**config.mk**
```make
export PLATFORM = sky130hd
export DESIGN_NAME = hnfc_codec
export DESIGN_NICKNAME = d
export VERILOG_FILES = /design/src/logic/hnfc_pkg.sv /design/src/logic/hnfc_crc16.sv /design/src/logic/hnfc_codec.sv
export VERILOG_INCLUDE_DIRS = /design/src /design/src/logic
export SDC_FILE = /design/constraint.sdc
export NUM_CORES = 1
export LEC_CHECK = 0
export BUFFER_PORTS_ARGS = -buffer_cell sky130_fd_sc_hd__buf_2
export CAP_MARGIN = 10
export CORE_MARGIN = 3
export CORE_UTILIZATION = 45
export DETAILED_ROUTE_END_ITERATION = 12
export HOLD_SLACK_MARGIN = 0.05
export SLEW_MARGIN = 5
export SYNTH_ARGS = -nofsm -noshare
export SYNTH_HDL_FRONTEND = slang
export SYNTH_SLANG_ARGS = --single-unit
```
**constraint.sdc**
```tcl
create_clock -name ref_clk -period 5.3 [get_ports ref_clk]
set_input_delay 1.06 -clock ref_clk [delete_from_list [all_inputs] [get_ports ref_clk]]
set_output_delay 1.06 -clock ref_clk [all_outputs]
set_load 0.02 [all_outputs]
```
**src/logic/hnfc_defs.svh**
```systemverilog
/*
  constants for the hdlc nrzi frame codec: flag pattern, crc, timing
  assumes inclusion by bare name from the crc and codec design modules
*/
`ifndef HNFC_DEFS_SVH
`define HNFC_DEFS_SVH
`define HNFC_FLAG        8'h7e
`define HNFC_CRC_POLY    16'h8408
`define HNFC_CRC_PRESET  16'hffff
`define HNFC_CRC_GOOD    16'hf0b8
`define HNFC_MAX_ONES    3'd5
`define HNFC_MIN_ADDR    14
`define HNFC_MAX_ADDR    70
`define HNFC_MIN_LEN     17
`define HNFC_MAX_LEN     400
`define HNFC_CLK_HZ      20000000
`define HNFC_BAUD        1200
`define HNFC_PID_NONE    8'hf0
`define HNFC_SEQ_MOD     8
`endif

```
**src/logic/hnfc_pkg.sv**
```systemverilog
/*
  types for the hdlc nrzi frame codec
  assumes hnfc_defs.svh is available on the include path
*/
package hnfc_pkg;
  typedef enum logic [4:0] {
    HNFC_TX_IDLE = 5'b0_0001,
    HNFC_TX_FLAG = 5'b0_0010,
    HNFC_TX_DATA = 5'b0_0100,
    HNFC_TX_FCS  = 5'b0_1000,
    HNFC_TX_END  = 5'b1_0000
  } hnfc_tx_state_t;
endpackage

```
**src/logic/hnfc_crc16.sv**
```systemverilog
/*
  one-bit serial crc-ccitt update, lsb-first reflected form
  assumes caller holds the register and feeds one bit per step
*/
`timescale 1ns/100ps
`include "hnfc_defs.svh"
module hnfc_crc16 (
  input  wire logic [15:0] crc_in,
  input  wire logic        bit_in,
  output logic      [15:0] crc_out
);
  always_comb begin
    if (crc_in[0] ^ bit_in) begin
      crc_out = (crc_in >> 1) ^ `HNFC_CRC_POLY;
    end else begin
      crc_out = crc_in >> 1;
    end
  end
endmodule

```
**src/logic/hnfc_codec.sv**
```systemverilog
/*
  hdlc frame transmitter and receiver with nrzi line coding
  assumes a single 20 MHz clock; host stream signals synchronous to it
*/
//
// Summary of operation
// - frames open and close with flag 01111110
// - never more than five ones outside flags
// - address field holds 14 to 70 bytes
// - control byte: frame type, 3-bit sequence fields
// - frames may end right after control byte
// - transmitter appends 16-bit check before closing flag
// - receiver flags frames whose check mismatches on rx_bad
// - only address, control, data reach software
// - nrzi: zero toggles line, one holds
// - line toggles at least every seven bits, except in unkeyed idle where it holds
// - receive clock recovered from line transitions
// - bytes sent least significant bit first
// - keyed idle transmitter sends continuous flags
// - sequence numbers count modulo 8
`timescale 1ns/100ps
`include "hnfc_defs.svh"
module hnfc_codec #(
  parameter int BIT_DIV = `HNFC_CLK_HZ / `HNFC_BAUD
) (
  input  wire logic       ref_clk,
  input  wire logic       rst,
  input  wire logic       tx_key,
  input  wire logic [7:0] tx_data,
  input  wire logic       tx_valid,
  input  wire logic       tx_last,
  output logic            tx_ready,
  output logic            tx_line,
  input  wire logic       rx_line,
  output logic      [7:0] rx_data,
  output logic            rx_valid,
  output logic            rx_end,
  output logic            rx_good,
  output logic            rx_bad
);
  localparam int DW = $clog2(BIT_DIV + 1);
  localparam logic [DW-1:0] DIV_TOP = DW'(BIT_DIV - 1);
  localparam logic [DW-1:0] DIV_MID = DW'(BIT_DIV / 2);
  // ****************************************
  // transmitter
  // ****************************************
  hnfc_pkg::hnfc_tx_state_t tx_st, next_tx_st;
  logic [DW-1:0] tx_div, next_tx_div;
  logic [7:0]    tx_sh, next_tx_sh;
  logic [3:0]    tx_cnt, next_tx_cnt;
  logic [2:0]    tx_ones, next_tx_ones;
  logic [15:0]   tx_crc, next_tx_crc, tx_crc_upd;
  logic          tx_lastb, next_tx_lastb;
  logic          next_tx_line, tx_tick, tx_bit, tx_stuff;
  assign tx_tick  = (tx_div == DIV_TOP);
  assign tx_bit   = tx_sh[0];
  // end state at bit 0 still owes a stuffed zero after the last check bits
  assign tx_stuff = (tx_st == hnfc_pkg::HNFC_TX_DATA || tx_st == hnfc_pkg::HNFC_TX_FCS ||
                     (tx_st == hnfc_pkg::HNFC_TX_END && tx_cnt == 4'd0))
                    && tx_ones == `HNFC_MAX_ONES;
  hnfc_crc16 u_tx_crc (
    .crc_in  (tx_crc),
    .bit_in  (tx_bit),
    .crc_out (tx_crc_upd)
  );
  assign tx_ready = tx_tick && tx_cnt == 4'd7 && !tx_stuff && tx_valid &&
                    (tx_st == hnfc_pkg::HNFC_TX_FLAG || tx_st == hnfc_pkg::HNFC_TX_DATA)
                    && !tx_lastb;
  always_comb begin
    next_tx_st    = tx_st;
    next_tx_div   = tx_tick ? '0 : DW'(tx_div + 1'b1);
    next_tx_sh    = tx_sh;
    next_tx_cnt   = tx_cnt;
    next_tx_ones  = tx_ones;
    next_tx_crc   = tx_crc;
    next_tx_lastb = tx_lastb;
    next_tx_line  = tx_line;
    if (tx_st == hnfc_pkg::HNFC_TX_IDLE) begin
      next_tx_div = '0;
      if (tx_key) begin
        next_tx_st  = hnfc_pkg::HNFC_TX_FLAG;
        next_tx_sh  = `HNFC_FLAG;
        next_tx_cnt = 4'd0;
      end
    end else if (tx_tick) begin
      if (tx_stuff) begin
        next_tx_line = ~tx_line;
        next_tx_ones = 3'd0;
      end else begin
        next_tx_line = tx_bit ? tx_line : ~tx_line;
        next_tx_sh   = {1'b0, tx_sh[7:1]};
        next_tx_cnt  = 4'(tx_cnt + 1'b1);
        if (tx_st == hnfc_pkg::HNFC_TX_DATA) begin
          next_tx_crc = tx_crc_upd;
        end
        if (tx_st == hnfc_pkg::HNFC_TX_DATA || tx_st == hnfc_pkg::HNFC_TX_FCS) begin
          next_tx_ones = tx_bit ? 3'(tx_ones + 1'b1) : 3'd0;
        end
        if ((tx_cnt == 4'd7 && tx_st != hnfc_pkg::HNFC_TX_FCS) ||
            (tx_st == hnfc_pkg::HNFC_TX_FCS && tx_cnt == 4'd15)) begin
          next_tx_cnt = 4'd0;
          case (tx_st)
            hnfc_pkg::HNFC_TX_FLAG, hnfc_pkg::HNFC_TX_DATA: begin
              if (tx_ready) begin
                next_tx_st    = hnfc_pkg::HNFC_TX_DATA;
                next_tx_sh    = tx_data;
                next_tx_lastb = tx_last;
                if (tx_st == hnfc_pkg::HNFC_TX_FLAG) begin
                  next_tx_crc  = `HNFC_CRC_PRESET;
                  next_tx_ones = 3'd0;
                end
              end else if (tx_st == hnfc_pkg::HNFC_TX_DATA && tx_lastb) begin
                next_tx_st  = hnfc_pkg::HNFC_TX_FCS;
                next_tx_sh  = ~tx_crc_upd[7:0];
              end else if (tx_st == hnfc_pkg::HNFC_TX_FLAG && !tx_key) begin
                next_tx_st = hnfc_pkg::HNFC_TX_IDLE;
              end else begin
                next_tx_st = hnfc_pkg::HNFC_TX_FLAG;
                next_tx_sh = `HNFC_FLAG;
              end
            end
            hnfc_pkg::HNFC_TX_FCS: begin
              next_tx_st    = hnfc_pkg::HNFC_TX_END;
              next_tx_sh    = `HNFC_FLAG;
              next_tx_lastb = 1'b0;
            end
            hnfc_pkg::HNFC_TX_END: begin
              next_tx_st = hnfc_pkg::HNFC_TX_FLAG;
              next_tx_sh = `HNFC_FLAG;
            end
            default: next_tx_st = hnfc_pkg::HNFC_TX_IDLE;
          endcase
        end else if (tx_st == hnfc_pkg::HNFC_TX_FCS && tx_cnt == 4'd7) begin
          next_tx_sh = ~tx_crc[15:8];
        end
      end
    end
  end
  always_ff @(posedge ref_clk or posedge rst) begin
    if (rst) begin
      tx_st    <= hnfc_pkg::HNFC_TX_IDLE;
      tx_div   <= '0;
      tx_sh    <= 8'h00;
      tx_cnt   <= 4'h0;
      tx_ones  <= 3'd0;
      tx_crc   <= `HNFC_CRC_PRESET;
      tx_lastb <= 1'b0;
      tx_line  <= 1'b0;
    end else begin
      tx_st    <= next_tx_st;
      tx_div   <= next_tx_div;
      tx_sh    <= next_tx_sh;
      tx_cnt   <= next_tx_cnt;
      tx_ones  <= next_tx_ones;
      tx_crc   <= next_tx_crc;
      tx_lastb <= next_tx_lastb;
      tx_line  <= next_tx_line;
    end
  end
  // ****************************************
  // receiver
  // ****************************************
  logic [DW-1:0] rx_div, next_rx_div;
  logic          rx_prev, rx_tick, rx_dbit, rx_last;
  logic [7:0]    rx_pat, next_rx_pat, rx_sh, next_rx_sh;
  logic [2:0]    rx_cnt, next_rx_cnt;
  logic [15:0]   rx_crc, next_rx_crc, rx_crc_upd, rx_crc2, next_rx_crc2;
  logic [8:0]    rx_len, next_rx_len;
  logic          rx_in, next_rx_in;
  logic [7:0]    rx_hold, next_rx_hold, rx_hold2, next_rx_hold2;
  logic [1:0]    rx_hcnt, next_rx_hcnt;
  logic [7:0]    next_rx_data;
  logic          next_rx_valid, next_rx_end, next_rx_good, next_rx_bad;
  logic          rx_flag, rx_abort, rx_stuffed;
  assign rx_tick = (rx_div == DIV_MID);
  assign rx_dbit = (rx_line == rx_prev);
  assign rx_flag  = ({rx_dbit, rx_pat[7:1]} == `HNFC_FLAG);
  assign rx_abort = ({rx_dbit, rx_pat[7:1]} == 8'hfe) || ({rx_dbit, rx_pat[7:1]} == 8'hff);
  assign rx_stuffed = (rx_pat[7:3] == 5'b1_1111) && !rx_dbit;
  hnfc_crc16 u_rx_crc (
    .crc_in  (rx_crc),
    .bit_in  (rx_dbit),
    .crc_out (rx_crc_upd)
  );
  always_comb begin
    next_rx_div   = (rx_line != rx_last) ? '0 : (rx_div == DIV_TOP ? '0 : DW'(rx_div + 1'b1));
    next_rx_crc2  = rx_crc2;
    next_rx_pat   = rx_pat;
    next_rx_sh    = rx_sh;
    next_rx_cnt   = rx_cnt;
    next_rx_crc   = rx_crc;
    next_rx_len   = rx_len;
    next_rx_in    = rx_in;
    next_rx_hold  = rx_hold;
    next_rx_hold2 = rx_hold2;
    next_rx_hcnt  = rx_hcnt;
    next_rx_data  = rx_data;
    next_rx_valid = 1'b0;
    next_rx_end   = 1'b0;
    next_rx_good  = 1'b0;
    next_rx_bad   = 1'b0;
    if (rx_tick) begin
      next_rx_pat = {rx_dbit, rx_pat[7:1]};
      if (rx_flag || rx_abort) begin
        if (rx_in && rx_hcnt == 2'd2 && rx_len != 9'd0) begin
          next_rx_end = 1'b1;
          // residue taken at the last byte boundary; flag bits excluded
          if (rx_crc2 == `HNFC_CRC_GOOD && rx_len >= 9'(`HNFC_MIN_LEN) && rx_cnt == 3'd7 && rx_flag)
            next_rx_good = 1'b1;
          else
            next_rx_bad = 1'b1;
        end
        next_rx_in   = rx_flag;
        next_rx_cnt  = 3'd0;
        next_rx_len  = 9'd0;
        next_rx_hcnt = 2'd0;
        next_rx_crc  = `HNFC_CRC_PRESET;
        next_rx_crc2 = `HNFC_CRC_PRESET;
      end else if (rx_in && !rx_stuffed) begin
        next_rx_sh  = {rx_dbit, rx_sh[7:1]};
        next_rx_cnt = 3'(rx_cnt + 1'b1);
        if (rx_cnt == 3'd7) begin
          // two-byte delay keeps check bytes away from software
          next_rx_hold2 = {rx_dbit, rx_sh[7:1]};
          next_rx_hold  = rx_hold2;
          next_rx_crc2  = rx_crc_upd;
          if (rx_hcnt == 2'd2) begin
            next_rx_data  = rx_hold;
            next_rx_valid = 1'b1;
          end else begin
            next_rx_hcnt = 2'(rx_hcnt + 1'b1);
          end
          if (rx_len != 9'(`HNFC_MAX_LEN)) next_rx_len = 9'(rx_len + 1'b1);
        end
      end
      if (rx_in && !rx_flag && !rx_abort && !rx_stuffed) begin
        next_rx_crc = rx_crc_upd;
      end
    end
  end
  always_ff @(posedge ref_clk or posedge rst) begin
    if (rst) begin
      rx_div   <= '0;
      rx_prev  <= 1'b0;
      rx_last  <= 1'b0;
      rx_crc2  <= `HNFC_CRC_PRESET;
      rx_pat   <= 8'h00;
      rx_sh    <= 8'h00;
      rx_cnt   <= 3'd0;
      rx_crc   <= `HNFC_CRC_PRESET;
      rx_len   <= 9'd0;
      rx_in    <= 1'b0;
      rx_hold  <= 8'h00;
      rx_hold2 <= 8'h00;
      rx_hcnt  <= 2'd0;
      rx_data  <= 8'h00;
      rx_valid <= 1'b0;
      rx_end   <= 1'b0;
      rx_good  <= 1'b0;
      rx_bad   <= 1'b0;
    end else begin
      rx_div   <= next_rx_div;
      rx_prev  <= rx_tick ? rx_line : rx_prev;
      rx_last  <= rx_line;
      rx_crc2  <= next_rx_crc2;
      rx_pat   <= next_rx_pat;
      rx_sh    <= next_rx_sh;
      rx_cnt   <= next_rx_cnt;
      rx_crc   <= next_rx_crc;
      rx_len   <= next_rx_len;
      rx_in    <= next_rx_in;
      rx_hold  <= next_rx_hold;
      rx_hold2 <= next_rx_hold2;
      rx_hcnt  <= next_rx_hcnt;
      rx_data  <= next_rx_data;
      rx_valid <= next_rx_valid;
      rx_end   <= next_rx_end;
      rx_good  <= next_rx_good;
      rx_bad   <= next_rx_bad;
    end
  end
endmodule

```
# Word level (Yosys, flattened, before mapping)
# Index checks and enable logic that the tools add are counted.
# W data, S select, Z words.
dict set report word_totals {
  reg_bits 161
  in_bits 14
  output_inout_bits 14
}
dict set report classes {
  add_sub_neg 7
  order_cmp 1
  n_eq_ne 27
  mux 77
  bitwise_logic 10
  n_reduce_logical 61
}
# cell n
set ops {}
lappend ops {{$mux W16} 12}
lappend ops {{$mux W8} 8}
lappend ops {{$mux W15} 4}
lappend ops {{$mux W9} 4}
lappend ops {{$add A15 B1 Y15 const B} 2}
lappend ops {{$eq A15 B15 Y1 const B} 2}
lappend ops {{$mux W4} 7}
lappend ops {{$mux W3} 9}
lappend ops {{$mux W5} 5}
lappend ops {{$logic_and A1 B1 Y1} 22}
lappend ops {{$mux W1} 19}
lappend ops {{$eq A16 B16 Y1 const B} 1}
lappend ops {{$eq A8 B8 Y1 const B} 2}
lappend ops {{$not A8 Y8} 2}
lappend ops {{$pmux W8 S2} 1}
lappend ops {{$reduce_and A4 Y1} 4}
lappend ops {{$eq A15 B14 Y1 const B} 1}
lappend ops {{$pmux W5 S3} 1}
lappend ops {{$reduce_and A3 Y1} 5}
lappend ops {{$reduce_bool A2 Y1} 7}
lappend ops {{$eq A5 B5 Y1 const B} 2}
lappend ops {{$mux W2} 5}
lappend ops {{$add A9 B1 Y9 const B} 1}
lappend ops {{$ge A9 B5 Y1 const B} 1}
lappend ops {{other kinds (31)} 56}

# Longest topological paths before layout
# Gate-level depths: netlist of run 1.
dict set report depth {
  depth_word 15
  ltp_mapped 10
  depth_no_buf 8
}

# Cells and area by module
# A second synthesis of run 1 with hierarchy kept.
dict set report unflattened {
  cells_unflattened 805
  hier_area_um2 8060.2
}
# module n_inst cells_per_inst area_each_um2 seq_area_each_um2
set modules_own_cells {}
lappend modules_own_cells {hnfc_codec 1 773 7752.4 4040.1}
lappend modules_own_cells {hnfc_crc16 2 16 153.9 0.0}

# Worst setup path after synthesis of run 1
# Ideal clock, no wire load.
dict set report synth_path {
  path_type {register to output}
  start {register tx_st[2]}
  end {output tx_ready}
  t_arrival_ns 1.991
  slack_ns 2.249
  path_stages_with_launch 8
  path_buffers 3
  path_cell_list {dfrtp_1 > buf_4 > xnor2_1 > or4_1 > buf_2 > or4_4 > nor2_4 > buf_8}
}
dict set report synth_via {
  elab_chain_len 9
}
# element line
set synth_lines {}
lappend synth_lines {{start: declaration} hnfc_codec.sv:47} ;# hnfc_pkg::hnfc_tx_state_t tx_st, next_tx_st;
lappend synth_lines {{start signal: assignment} hnfc_codec.sv:141} ;# tx_st <= hnfc_pkg::HNFC_TX_IDLE;
lappend synth_lines {{start signal: assignment} hnfc_codec.sv:150} ;# tx_st <= next_tx_st;
lappend synth_lines {{$eq A5 B3 Y1, or another cell as far along} {hnfc_codec.sv:58, hnfc_codec.sv:67}}
lappend synth_lines {{$logic_or A1 B1 Y1 / $logic_and A1 B1 Y1 (equally long branches)} {hnfc_codec.sv:58, hnfc_codec.sv:59}}
lappend synth_lines {{$logic_or A1 B1 Y1} hnfc_codec.sv:58} ;# assign tx_stuff = (tx_st == hnfc_pkg::HNFC_TX_DATA || tx_st == hnfc_pkg::HNFC_TX_FCS ||
lappend synth_lines {{$logic_and A1 B1 Y1 (no line)} n/a}
lappend synth_lines {{$logic_not A1 Y1} hnfc_codec.sv:66} ;# assign tx_ready = tx_tick && tx_cnt == 4'd7 && !tx_stuff && tx_valid &&
lappend synth_lines {{$logic_and A1 B1 Y1 (2 in series)} hnfc_codec.sv:66}
lappend synth_lines {{$logic_and A1 B1 Y1 *} hnfc_codec.sv:66}
lappend synth_lines {{$logic_and A1 B1 Y1 *} hnfc_codec.sv:68} ;# && !tx_lastb;
lappend synth_lines {{end: declaration} hnfc_codec.sv:32} ;# output logic tx_ready,
# Every way passes the cells marked *; elsewhere a longest branch is shown, timed or not.

# Worst setup path in the final report of run 1
dict set report layout_path {
  start {register tx_st[1]}
  end {output tx_ready}
}
# The elaborated chain is that of the path after synthesis.

==> results.cfg, run 1 <==
[status]
status = finished, final reports clean

[final_layout]
stdcell_count = 992
fill_cells = 1451
n_antenna_cell = 0
syn2layout_area_growth_pct = 12.33
layout-drive-gt1-share_pct = 18.81
final_util_pct = 52.73
fin_nets = 791
multi_input_area_mm2 = 0.003361
seq_area_mm2 = 0.004040
final_cell_area_mm2 = 0.008558

[critical_path]
worst_ep_arrival_time_ns = 2.83
critPathMaxFanout = 14
critPathTopFamily = simple AND/OR/NAND/NOR gates
critPathSlowestCell = or4_4
critical_path_class = flip-flop to output pin
cp-start-kind = flip-flop
crit_buf_inv = 1
cp.required_ns = 4.24
max_stage_delay_ns = 0.61
path_cells = xnor2_1 > or4_1 > or4_4 > nor2_4 > buf_2
critPathCaptureType = output pin

[sta]
period_minus_slack_ns = 3.890
worstMarginPinSlew_ns = 1.087
finalHoldViolations = 0
max-slew-margin-rel_pct = 27.29
hold_ws_ns = 0.4717
rsz0062_at_grt = false
fin_worst_skew_ns = 0.009699
slew_violations = 0
fmaxAchievable_mhz = 257.1
fin_crit_sh_pct = 73.39
finalSetupViolCount = 0
fin_tns_setup_ns = 0

[global_routing]
grt_pass1_vias = 5582
antenna_found_initial = 0
track_usage_pct = 18.55
grt-ovfl-total = 0
grt_pass1_wl_um = 27650
grt_max_degree = 79

[synthesis]
synth-seq-cells = 159
synthArstFlopShare_pct = 100.0
yosysMostFrequentCell = nand2_1
yosysSeqAreaShare_pct = 53.03
synth_cells = 742
synthFlopType = dfrtp_1
syn_area_mm2 = 0.007619
synth_edf_count = 0
avgSynthCellArea_um2 = 10.27
synth_nets = 770
synth_top_area_share_pct = 36.13
synth_area_leader_cell = dfrtp_1
ys_types = 61
synthTopCellsByArea = dfrtp_1 (36%), dfstp_2 (17%), nand2_1 (6.6%)
ys_warn_count = 0
synthTopCellsByCount = nand2_1 (134), dfrtp_1 (110), nor2_1 (60)

[place]
portBuffers = 27
dp_hpwl_um = 10820
place_congestion = 0.8241
placed_cells = 960
placed_cell_area_mm2 = 0.007920

[min_path]
hold_path_class = flip-flop to flip-flop

[die]
die_x_um = 136.1
initial_core_util_pct = 46.94
core_area_mm2 = 0.01623
ios = 28
dieHeight_um = 136.1
die_area_mm2 = 0.01853
rows = 46

[detailed_routing]
drt-met1-wl_um = 7623
met3_wirelength_um = 581
drcViolationCount = 0
wl_met2_um = 7699
vias = 5537
drtPass1Iterations = 5
wire_per_inst_um = 16.24
final_antenna_net_count = 0
drt_iter0_drc = 367
drt_wl_total_um = 16110
via_per_inst = 5.582
top_layer = met4

[power]
netSwitchingFraction_pct = 25.55
power_density_mw_per_mm2 = 346.9
combinationalPowerShare_pct = 10.0
seqPwrFrac_pct = 46.0
leakagePower_nw = 3.865
p_int_mw = 2.210
peakVddDrop_mv = 0.2971
p_clk_share_pct = 44.0
switchingPower_mw = 0.7583

[flow_run]
maxCapViolCount = 0

[clock_network]
holdBufCountCts = 0
clk_pin_slew_worst_paths_ns = 0.07
post-cts-setup-buffer-count = 0
cts.sinks = 159
cts_max_path_buffers = 2
htreeDepth = 4
cts_buffers = 17
ctsResizeCount = 0
cts_root_buf = clkbuf_16
tritoncts = yes
clk_latency_ns = 0.42
## per-stage QoR
| step | setup WS [ns] | power (mW) |
|---|---|---|
| final | 1.410 | 2.969 |
| after global routing | 1.241 | 3.109 |
| after CTS | 1.391 | 2.999 |
| after detailed placement | 1.744 | 1.681 |
| after global placement | 1.845 | 1.667 |
| after floorplan | 0.02953 | 1.603 |
## path summary, 6_finish.rpt
path | from | to | slack, ns | depth (start not counted)
worst max-delay path | tx_st[1] | tx_ready | 1.41 | 5
worst min-delay path | tx_line | tx_line | 0.47 | 1
worst max register to register | tx_div[1] | tx_sh[6] | 2.11 | 8
worst min register to register | tx_line | tx_line | 0.47 | 1
max in group asynchronous | rst | rx_data[2] | 3.45 | 3
min in group asynchronous | rst | rx_div[1] | 0.75 | 2
## layout make-up
class	count	share of cell area, %
tap	216	3.158
sequential	159	47.21
clock inverter	9	1.360
clock buffer	23	6.096
multi-input combinational	535	39.27
inverter	17	0.8041
timing repair buffer	33	2.105
## flip-flops by register name, summed over array words and instances (netlist names), 9 cells and up
signal	cells
rx_crc2	16
tx_crc	16
rx_len	9
rx_crc	16
tx_div	15
rx_div	15
## metal layers
| metal | vias to the layer above | GRT usage [%] |
|---|---|---|
| met4 | 0 | 5.879 |
| met3 | 16 | 3.738 |
| met5 | - | 0 |
| li1 | 2658 | - |
| met1 | 2754 | 25.19 |
| met2 | 109 | 30.02 |
## worst reg2reg max path: cells and delay by family, from the launching register on
| kind | cells | cell delay (ns) |
|---|---|---|
| fa+ha+maj | 1 | 0.13 |
| compound gates | 2 | 0.82 |
| flops | 1 | 0.41 |
| simple gates | 4 | 1.65 |
| buf+inv | 1 | 0.07 |
## power by group through the flow
stage	clock network, mW	logic, mW	registers, mW
after floorplan	0	0.255	1.35
after global placement	0	0.288	1.38
after detailed placement	0	0.297	1.38
after CTS	1.33	0.301	1.36
after global routing	1.39	0.342	1.38
final	1.30	0.297	1.37
## cells in the final DEF (no fill, tap or decap), drive strengths merged, types with 10 or more instances in the layout
cell type	n
buf	33
clkbuf	23
nand4	10
nor2	61
o22a	17
xnor2	19
xor2	21
o21ai	29
inv	20
dfrtp	110
a21oi	16
nand2	134
mux2i	19
and3	10
ha	14
dfstp	49
mux2	25
nand3	44
## logic make-up (layout without fill, tap and decap cells)
logic type                 count (synthesis)  count (layout)  share of synthesized area [%]
AOI/OAI and AO/OA                        119             119                          11.23
muxes                                     44              44                          6.191
adders and majority gates                 14              14                          2.299
buffers and inverters                     48              82                          2.858
and+or+nand+nor                          318             318                          19.79
xor gates and xnor gates                  40              40                          4.599
DFF                                      159             159                          53.03
(Power assumes the default switching activity.)
==> inputs of run 2 (changes only) <==
clock period = 3.3 ns   (was 5.3 ns; I/O delays follow)
==> results.cfg, run 2 (synthesis results as in run 1) <==
[status]
status = finished, final reports clean

[detailed_routing]
drcViolationCount = 0
wire_per_inst_um = 15.81
via_per_inst = 5.639
vias = 5622
drt_iter0_drc = 473
drtPass1Iterations = 5
final_antenna_net_count = 0
drt_wl_total_um = 15770

[power]
netSwitchingFraction_pct = 26.51
switchingPower_mw = 1.224
seqPwrFrac_pct = 47.4
peakVddDrop_mv = 0.3893
p_clk_share_pct = 42.3
power_mw = 4.617
p_int_mw = 3.393
power_density_mw_per_mm2 = 539.5
combinationalPowerShare_pct = 10.2
leakagePower_nw = 3.872

[critical_path]
cp-start-kind = flip-flop
critPathCaptureType = output pin
cp.required_ns = 2.64
worst_ep_arrival_time_ns = 2.54
critPathMaxFanout = 9
critical_path_class = flip-flop to output pin

[final_layout]
reg_top3 = rx_crc2: 16 flops, rx_crc: 16 flops, tx_crc: 16 flops
layout-drive-gt1-share_pct = 19.46
fill_cells = 1484
final_common_cell = nand2_1
seq_area_mm2 = 0.004040
multi_input_area_mm2 = 0.003361
syn2layout_area_growth_pct = 12.33
n_antenna_cell = 0
final_util_pct = 52.73
fin_nets = 796
layout_common_cells = nand2_1 (134), dfrtp_1 (110), nor2_1 (60), dfstp_2 (49), nand3_1 (44)

[global_routing]
grt-ovfl-total = 0
grt_pass1_vias = 5480
track_usage_pct = 17.99
antenna_found_initial = 0
grt_max_degree = 160
grt_pass1_wl_um = 26930

[die]
rows = 46
die_x_um = 136.1
initial_core_util_pct = 46.94
dieHeight_um = 136.1
die_area_mm2 = 0.01853
core_area_mm2 = 0.01623
ios = 28

[sta]
hold_ws_ns = 0.4303
period_minus_slack_ns = 3.196
max-slew-margin-rel_pct = 26.08
slew_violations = 0
rsz0062_at_grt = false
finalHoldViolations = 0
finalSetupViolCount = 0
worstMarginPinSlew_ns = 1.105
fmaxAchievable_mhz = 312.9
fin_worst_skew_ns = 0.01395
fin_crit_sh_pct = 96.84
fin_tns_setup_ns = 0

[place]
place_congestion = 0.8726
dp_hpwl_um = 10580
portBuffers = 27

[clock_network]
cts_max_path_buffers = 2
holdBufCountCts = 0
cts.sinks = 159
ctsResizeCount = 0
cts_buffers = 17
post-cts-setup-buffer-count = 0
tritoncts = yes
clk_pin_slew_worst_paths_ns = 0.07
cts_root_buf = clkbuf_16
clk_latency_ns = 0.42
htreeDepth = 4

[flow_run]
maxCapViolCount = 0

[min_path]
hold_path_class = primary input to flip-flop
[run 2: cell count changes in the layout (fill, tap and decap cells not counted), sizes merged]
cell,delta
clkbuf,-3
inv,+3
clkinvlp,+1
buf,+5
bufinv,-1
[run 2: final timing paths]
path,startpoint,end,slack (ns),cells after the start
hold / removal,rx_line,rx_last,0.43,1
setup / recovery,tx_st[1],tx_ready,0.10,5
min in group asynchronous,rst,tx_div[10],0.46,3
max in group asynchronous,rst,rx_len[0],2.21,3
setup reg to reg,tx_st[1],tx_ones[0],0.46,6
hold reg to reg,tx_line,tx_line,0.47,1
[run 2: metal layers]
layer	part of all wire, %	GRT usage, %	vias to the layer above
li1	-	-	2673
met1	47	24.71	2814
met2	47	28.34	114
met3	4.1	4.182	21
met4	1.4	5.767	0
met5	0	0	-
[run 2: power by group through the flow]
stage / registers [mW] / logic, mW / clock network [mW]
3_3_place_gp: 2.21 / 0.455 / 0
2_1_floorplan: 2.17 / 0.410 / 0
4_1_cts: 2.19 / 0.476 / 2.01
5_1_grt: 2.21 / 0.532 / 2.10
6_report: 2.19 / 0.472 / 1.96
3_5_place_dp: 2.22 / 0.474 / 0
[run 2: through the flow]
step	cell area [um^2]	cells	worst slack, ns
3_5_place_dp	7969	965	0.3752
2_1_floorplan	7622	742	0.6487
3_3_place_gp	7969	965	0.4492
4_1_cts	8558	997	0.09865
6_report	8558	997	0.1043
5_1_grt	8558	997	0.006954
[run 2: area by class of cell]
| cell class | instances | area share, % |
|---|---|---|
| multi-input cells | 535 | 39.27 |
| repair buffers | 38 | 2.690 |
| clock buffers | 20 | 5.468 |
| well taps | 216 | 3.158 |
| inverters | 17 | 0.7895 |
| clock inverters | 12 | 1.418 |
| flip-flops and latches | 159 | 47.21 |
[run 2: worst max-delay path: stages, from the launching register on]
cell	delay (ns)
dfrtp_1	0.48
xnor2_1	0.19
or4_1	0.56
or4_4	0.60
nor2_4	0.11
buf_2	0.17
